### src/rtl/ird_pkg.sv
package ird_pkg;
   // ==========================================================
   // Interrupt address decode
   // ==========================================================
   localparam int          IRD_ID_HI      = 31;
   localparam int          IRD_ID_LO      = 20;
   localparam logic [11:0] IRD_ID_VALUE   = 12'hfee;
   localparam int          IRD_HANDLE_HI  = 19;
   localparam int          IRD_HANDLE_LO  = 5;
   localparam int          IRD_FMT_BIT    = 4;
   localparam int          IRD_SHV_BIT    = 3;
   localparam int          IRD_HANDLE_MSB = 2;
   // ==========================================================
   // Data word fields
   // ==========================================================
   localparam int          IRD_RSV_HI     = 31;
   localparam int          IRD_RSV_LO     = 16;
   localparam int          IRD_SUB_HI     = 15;
   localparam int          IRD_SUB_LO     = 0;
   // ==========================================================
   // Requester identity
   // ==========================================================
   localparam int          IRD_BUS_LO     = 8;
   localparam logic [7:0]  IRD_DEVFN_ZERO = 8'h00;
   // ==========================================================
   // Output classes and source kinds
   // ==========================================================
   typedef enum logic [1:0] {
      IRD_CLS_COMPAT,
      IRD_CLS_REMAP,
      IRD_CLS_BLOCKED
   } ird_class_t;
   typedef enum logic [1:0] {
      IRD_SRC_PCIE,
      IRD_SRC_PCIX_BRIDGE,
      IRD_SRC_PCI_BRIDGE,
      IRD_SRC_PLATFORM
   } ird_src_t;
endpackage

### src/rtl/ird_decoder.sv
`timescale 1ns/1ps
`default_nettype none
// How it works
// [RL1] Address bits 31:20 equal FEEh means interrupt.
// [RL2] Internal unit events skip the remap path.
// [RL3] Format bit 4 clear gives compatibility format.
// [RL4] Format bit 4 set gives remappable format.
// [RL5] Handle is bit 2 over bits 19:5.
// [RL6] Full 16-bit handle space is distinguished.
// [RL7] Address bit 3 is subhandle_valid flag.
// [RL8] Address bits 1:0 are ignored.
// [RL9] Data 31:16 must be zero when valid.
// [RL10] Data 15:0 is subhandle when valid.
// [RL11] Requester id from header is requester_identity.
// [RL12] Bridge-aliased ids accepted, not isolated.
// [RL13] Conventional bridge id used as identity.
// [RL14] Controllers supply unique 16-bit identities.
// [RL15] Platform sources supply unique identities.
// [RL16] Without remapping only compatibility format.
// [RL17] Remap capability is reported to software.
// [RL18] Index is handle, plus subhandle if valid.
// [RL19] Nonzero reserved bits block remappable request if subhandle valid.
// [RL20] Results appear with one strobe next cycle.
module ird_decoder #(
   parameter bit REMAP_SUPPORTED = 1'b1
) (
   input  wire logic        ref_clk,
   input  wire logic        rstn,
   input  wire logic        clk_en,
   input  wire logic        wr_valid,
   input  wire logic [31:0] wr_addr,
   input  wire logic [31:0] wr_data,
   input  wire logic        wr_dword,
   input  wire logic [15:0] wr_requester_id,
   input  wire ird_pkg::ird_src_t wr_src_kind,
   input  wire logic        wr_internal,
   output logic             wr_ready,
   output logic             remap_capable,
   output logic             int_valid,
   output ird_pkg::ird_class_t int_class,
   output logic             int_format,
   output logic [15:0]      int_handle,
   output logic             int_subhandle_valid,
   output logic [15:0]      int_subhandle,
   output logic [15:0]      int_index,
   output logic [15:0]      int_requester_identity,
   output logic             int_isolated,
   output logic             int_bypass
);
   import ird_pkg::*;

   // ==========================================================
   // Field extraction
   // ==========================================================
   // Builds the 16-bit handle; bits 1:0 never take part.
   function automatic logic [15:0] ird_handle(input logic [31:0] a);
      ird_handle = {a[IRD_HANDLE_MSB], a[IRD_HANDLE_HI:IRD_HANDLE_LO]}; // RL5
   endfunction

   logic        is_interrupt;
   logic        fmt_remap;
   logic        subhandle_valid;
   logic        rsv_bad;
   logic [15:0] handle;
   logic [15:0] subhandle;
   logic [15:0] index;
   logic        take;
   ird_class_t  cls;

   // Requests are always accepted; the decoder never stalls.
   assign wr_ready      = 1'b1;
   assign remap_capable = REMAP_SUPPORTED; // RL17
   assign take          = wr_valid & clk_en;

   // Classification of the incoming write.
   assign is_interrupt = wr_dword & ~wr_internal
                       & (wr_addr[IRD_ID_HI:IRD_ID_LO] == IRD_ID_VALUE); // RL1
   assign fmt_remap = wr_addr[IRD_FMT_BIT] & REMAP_SUPPORTED; // RL4 RL16
   assign subhandle_valid       = wr_addr[IRD_SHV_BIT]; // RL7
   assign handle    = ird_handle(wr_addr); // RL6 RL8
   // Reserved data is only checked when the subhandle is in use.
   assign rsv_bad   = subhandle_valid & (wr_data[IRD_RSV_HI:IRD_RSV_LO] != 16'h0000); // RL9
   assign subhandle = subhandle_valid ? wr_data[IRD_SUB_HI:IRD_SUB_LO] : 16'h0000; // RL10
   // Index wraps at 16 bits; bounds checking happens downstream.
   assign index     = subhandle_valid ? 16'(handle + subhandle) : handle; // RL18
   // Without remap support a set format bit still decodes as compat.
   assign cls = !fmt_remap ? IRD_CLS_COMPAT // RL3
              : rsv_bad    ? IRD_CLS_BLOCKED // RL19
              :              IRD_CLS_REMAP;

   // ==========================================================
   // Output registers
   // ==========================================================
   // Internal events and non-interrupt writes produce only a bypass mark.
   always_ff @(posedge ref_clk or negedge rstn) begin
      if (!rstn) begin
         int_valid  <= 1'b0;
         int_bypass <= 1'b0;
      end else if (clk_en) begin
         int_valid  <= wr_valid & is_interrupt; // RL20
         int_bypass <= wr_valid & ~is_interrupt; // RL2
      end
   end

   // Payload fields; blocked requests keep handle, subhandle, index and identity cleared.
   always_ff @(posedge ref_clk or negedge rstn) begin
      if (!rstn) begin
         int_class              <= IRD_CLS_COMPAT;
         int_format             <= 1'b0;
         int_handle             <= 16'h0000;
         int_subhandle_valid    <= 1'b0;
         int_subhandle          <= 16'h0000;
         int_index              <= 16'h0000;
         int_requester_identity <= 16'h0000;
         int_isolated           <= 1'b0;
      end else if (take && is_interrupt) begin
         int_class  <= cls;
         int_format <= fmt_remap;
         int_handle <= (cls == IRD_CLS_REMAP) ? handle : 16'h0000;
         int_subhandle_valid <= (cls == IRD_CLS_REMAP) & subhandle_valid;
         int_subhandle <= (cls == IRD_CLS_REMAP) ? subhandle : 16'h0000;
         int_index  <= (cls == IRD_CLS_REMAP) ? index : 16'h0000;
         int_requester_identity <= (cls == IRD_CLS_BLOCKED) ? 16'h0000
                                 : wr_requester_id; // RL11 RL13 RL14 RL15
         // Bridge-attached sources alias, so no per-device isolation.
         int_isolated <= (wr_src_kind == IRD_SRC_PCIE)
                       | (wr_src_kind == IRD_SRC_PLATFORM); // RL12 RL13
      end
   end
endmodule
`default_nettype wire

### config.mk
export PLATFORM = sky130hd
export DESIGN_NAME = ird_decoder
export DESIGN_NICKNAME = d
export VERILOG_FILES = /design/src/rtl/ird_pkg.sv /design/src/rtl/ird_decoder.sv
export SDC_FILE = /design/constraint.sdc
export NUM_CORES = 1
export LEC_CHECK = 0
export BUFFER_PORTS_ARGS = -buffer_cell sky130_fd_sc_hd__buf_2
export CORE_UTILIZATION = 50
export CTS_BUF_LIST = sky130_fd_sc_hd__clkbuf_8 sky130_fd_sc_hd__clkbuf_16
export CTS_CLUSTER_DIAMETER = 80
export DETAILED_ROUTE_END_ITERATION = 16
export PLACE_DENSITY = 0.84
export SYNTH_ARGS = -nofsm -noshare
export SYNTH_HDL_FRONTEND = slang
export SYNTH_SLANG_ARGS = --single-unit
### constraint.sdc
create_clock -name ref_clk -period 2.1 [get_ports ref_clk]
set_clock_uncertainty 0.15 [all_clocks]
set_input_delay 0.105 -clock ref_clk [delete_from_list [all_inputs] [get_ports ref_clk]]
set_output_delay 0.105 -clock ref_clk [all_outputs]
set_load 0.01 [all_outputs]
# Word level (Yosys, flattened, before mapping)
# Cells that the tools add are included.
# totals
word_cells	36
out_inout_bits	73
inputBits	88
reg_bits	71
# classes
mux	8
eq_ne	4
bitwise	10
add_sub_neg	1
n_reduce_logical	3
# ops
cell	n
$mux 16	6
$add 16x16->16	1
$reduce_bool 16->1	1
$eq 12x12->1 const B	1
$and 1x1->1	7
$eq 2x2->1 const B	2
$mux 2	2
$eq 2x1->1 const B	1
$logic_not 2->1	1
$not 1->1	2
$logic_and 1x1->1	1
$or 1x1->1	1

# Depth between registers and ports, before layout
# logic_depth
depth_word	6
ltp_mapped	12
mapped_depth_nobuf	11

# Worst setup path before layout
# No wires, ideal clock.
# synth_timing
path_kind	input to register
start	in wr_addr[3]
end	reg int_index[15]
t_arrival_ns	2.074
setup_ns	0.121
stages	11
required_time_ns	1.829
slack_ns	-0.245
path_buffers	2
path_cell_list	buf_2 -> clkbuf_1 -> and2_1 -> ha_1 -> nand2_1 -> nor2_4 -> o211ai_1 -> a221o_1 -> a31oi_1 -> xor2_1 -> a22o_1
# synth_via
elab_chain_cells	5
word_cells_on_any_way	8
classes_between	add/sub (1); eq/ne (1); mux (5); bitwise (1)
# synth_lines
element	line	rtl
start, declared	ird_decoder.sv:31	input wire logic [31:0] wr_addr,
parallel branches: the longest is 4 deep, another holds $add 16x16->16	-	
$mux 16 *	ird_decoder.sv:122	int_index <= (cls == IRD_CLS_REMAP) ? index : 16'h0000;
end signal, assigned	ird_decoder.sv:122	
end, declared	ird_decoder.sv:45	output logic [15:0] int_index,
# Every way passes the cells marked *.
# A chain may end at the register's enable or synchronous reset.

# Worst setup path in the final report
# layout_timing
start	in wr_data[0]
end	reg int_index[14]
# layout_via
elab_chain_cells	4
# layout_lines
element	line	rtl
start, declared	ird_decoder.sv:32	input wire logic [31:0] wr_data,
$mux 16	ird_decoder.sv:83	assign subhandle = subhandle_valid ? wr_data[IRD_SUB_HI:IRD_SUB_LO] : 16'h0000;
$add 16x16->16	ird_decoder.sv:85	assign index = subhandle_valid ? 16'(handle + subhandle) : handle;
$mux 16	ird_decoder.sv:85	
$mux 16	ird_decoder.sv:122	
# No other way between the ends.

==> impl_metrics.yaml <==
timing:
  finalSetupTns_ns: 0
  worst_slew_pin_slew_ns: 0.891
  setup_viol: 0
  period_share_pct: 99.6
  hold_violations: 0
  hold_ws_ns: 0.00595
  max_freq_mhz: 478
  worst_slack_ns: 0.00834
  relSlewSlack_pct: 40.6
  slew_violations: 0
  fin_crit_ns: 2.09
critical_path:
  crit_arrival_ns: 2.23
  endpoint_kind: "flip-flop"
  crit_path_start_kind: "input pin"
  cp.required_ns: 2.24
  cp-startpoint: "wr_data[0]"
  path_class: "in2reg"
  crit_fanout: 3
  r2r_start: "int_bypass"
pwr:
  ir_drop_mv: 0.440
  power_frac_comb_pct: 20.0
  switching_share_pct: 27.5
  clock_power_share_pct: 35.7
  intPower_w: 0.00224
  power.leakage_nw: 3.09
  switchingPower_w: 0.000850
  seqPwrFrac_pct: 44.3
  p_per_area_nw_per_um2: 540
die:
  fp.coreArea_um2: 6910
  fp.dieH_um: 87.2
  num_rows: 30
  initial_core_util_pct: 52.6
  ioPinCount: 161
  die_x_um: 87.2
  die_area_um2: 7610
synth:
  yosysSeqAreaShare_pct: 48.9
  synth_xor_area_share_pct: 2.65
  synth-simple-area-share_pct: 14.2
  synth_ff_type: "dfrtp_1"
  synth_area_leader_cell: "dfrtp_1"
  synth_top_cell_area_share_pct: 48.9
  synth_most_common_cell: "dfrtp_1"
  ys_async_sr_fraction_pct: 100
  ys_warn_count: 0
  synthTopCellsByArea: "dfrtp_1 (49%), a22o_1 (11%), ha_1 (5.2%), nand2_1 (2.8%), and2_1 (2.4%)"
  synthTopCellsByCount: "dfrtp_1 (71), a22o_1 (46), nand2_1 (27), a21oi_1 (17), o21ai_0 (16)"
  synth_edf_count: 0
  synth_fa_ha_area_share_pct: 5.72
  postSynthCellCount: 341
  synth_top_family_by_area: "compound AO/OA/AOI/OAI gates"
  synth_area_um2: 3630
  syn-mean-instance-area_um2: 10.7
  ys_types: 54
  synth_compound_area_share_pct: 23.2
  ys_ff_latch: 71
  synth.area.mux_share_pct: 1.52
status:
  status: "finished clean"
finish:
  syn_to_final_growth_pct: 57.3
  fin_cells: 697
  fin_area_um2: 5720
  fillers: 419
  drive_gt1_share_pct: 45.0
  nNetsFinal: 699
route:
  drtIter0Drc: 155
  wl_per_cell_um: 18.5
  dr_total_vias: 3852
  ant_nets: 0
  vias_per_cell: 5.53
  drt-pass1-iter-count: 4
  drcViolationCount: 0
  drt_wl_total_um: 12900
min_path:
  hp-start: "wr_data[7]"
  holdCritPathClass: "in2reg"
global_route:
  track_usage_pct: 34.1
  grt_overflow: 0
  antenna_found_initial: 1
  grt_pass1_wl_um: 19200
  grt_max_degree: 72
  first_global_vias: 3876
clocking:
  clock_sinks: 71
  clock_latency_ns: 0.35
  clockBufferDepth: 2
  cts_tree: "done"
  cts_root_buf: "clkbuf_8"
  cts_buffers: 9
  cts_max_level: 3
  clk_pin_slew_ns: 0.08
place:
  gp_congestion: 0.900
  dp_worst_setup_slack_ns: -0.335
  placed_cells: 628
  hpwl_um: 8560
  port_buffers: 156
  post_dp_cell_area_um2: 4930
flow_run:
  maxCapViolCount: 0
==> worst paths after layout <==
check / end / slack (ns) / depth (start not counted)
setup / recovery: int_index[14] / 0.008 / 12
hold / removal: int_subhandle[7] / 0.006 / 3
setup reg to reg: int_bypass / 0.79 / 3
hold reg to reg: int_index[7] / 0.33 / 1
max in group asynchronous: int_index[3] / 0.93 / 2
min in group asynchronous: int_handle[13] / 0.28 / 2
==> metal layers <==
layer  vias up  share of wire (%)  GRT usage, %
met4         0                3.5          14.8
met3        39                7.7          8.53
met2       191                 51          59.1
met5         -                  0             0
met1      1846                 38          40.0
li1       1776                  -             -
==> cells in the final DEF (no fill, tap or decap), types with 3 or more instances in the layout <==
cell           synthesis  final
dlygate4sd3_1          0     43
nor4_1                 6      5
nand3_2                0      3
a32oi_1                3      3
nand2_2                0      3
ha_1                  15      7
a31oi_1                4      4
o21ai_0               16     16
clkinvlp_4             0      3
o21ai_1                6      5
nand4_1                4      4
nand3_1               10      7
nand2_1               27     24
a21oi_1               17     14
and3_1                 5      4
and2_4                 0      4
dfrtp_1               71     71
inv_1                  9      9
buf_2                  8    153
buf_4                  2     63
clkbuf_8               0      9
a22o_1                46     46
xor2_1                 6      6
ha_4                   0      6
a21o_1                 5      5
mux2i_1                4      4
xnor2_1                5      5
and2_1                14     10
nor2_1                12     11
==> through the flow <==
step                      utilization, %  power, W
final                               82.8   0.00309
after global placement              71.4   0.00187
after detailed placement            71.4   0.00189
after floorplan                        -   0.00163
after CTS                           80.5   0.00304
after global routing                82.8   0.00321
==> area by class of cell <==
class	count	area, um^2	area share, %
clock buffer	9	124	2.17
clock inverter	7	73.8	1.29
sequential	71	1780	31.1
multi-input combinational	240	1870	32.8
tap	96	120	2.10
antenna	1	2.50	0.0438
inverter	11	41.3	0.722
timing repair buffer	262	1700	29.8
==> timing repair <==
item | in CTS | in global routing
hold endpoints to repair | 117 | 1
setup endpoints to repair | 0 | 6
gates resized for setup | 0 | 23
setup buffers | 0 | 8
hold buffers | 43 | 1
==> cells by family (layout without fill, tap and decap cells) <==
kind of cell	after synthesis	in the layout
adders and majority gates	16	16
muxes	5	5
and+or+nand+nor	93	93
xor gates and xnor gates	11	11
DFF	71	71
other	1	3
AOI/OAI and AO/OA	113	113
buffers and inverters	31	289
==> worst max-delay path, cell delays in order <==
cell	delay (ns)
buf_2	0.09
and2_4	0.16
ha_4	0.17
inv_2	0.06
fa_2	0.19
inv_1	0.04
a21o_1	0.21
a221o_2	0.39
a221oi_4	0.34
o21ai_2	0.11
mux2_4	0.31
nand2_2	0.06
==> power groups by stage <==
stage	combinational (W)	clock, W	sequential [W]
floorplan	0.000234	0	0.00140
global placement	0.000472	0	0.00140
detailed placement	0.000490	0	0.00140
CTS	0.000562	0.00111	0.00137
global route	0.000666	0.00117	0.00137
finish	0.000618	0.00110	0.00137
==> sequential cells by signal, summed over array words and instances (netlist names) <==
name	cells
int_isolated	1
int_subhandle_valid	1
int_index	16
int_bypass	1
int_requester_identity	16
int_subhandle	16
int_format	1
int_valid	1
int_class	2
int_handle	16
Power figures use the tool's default switching activity.
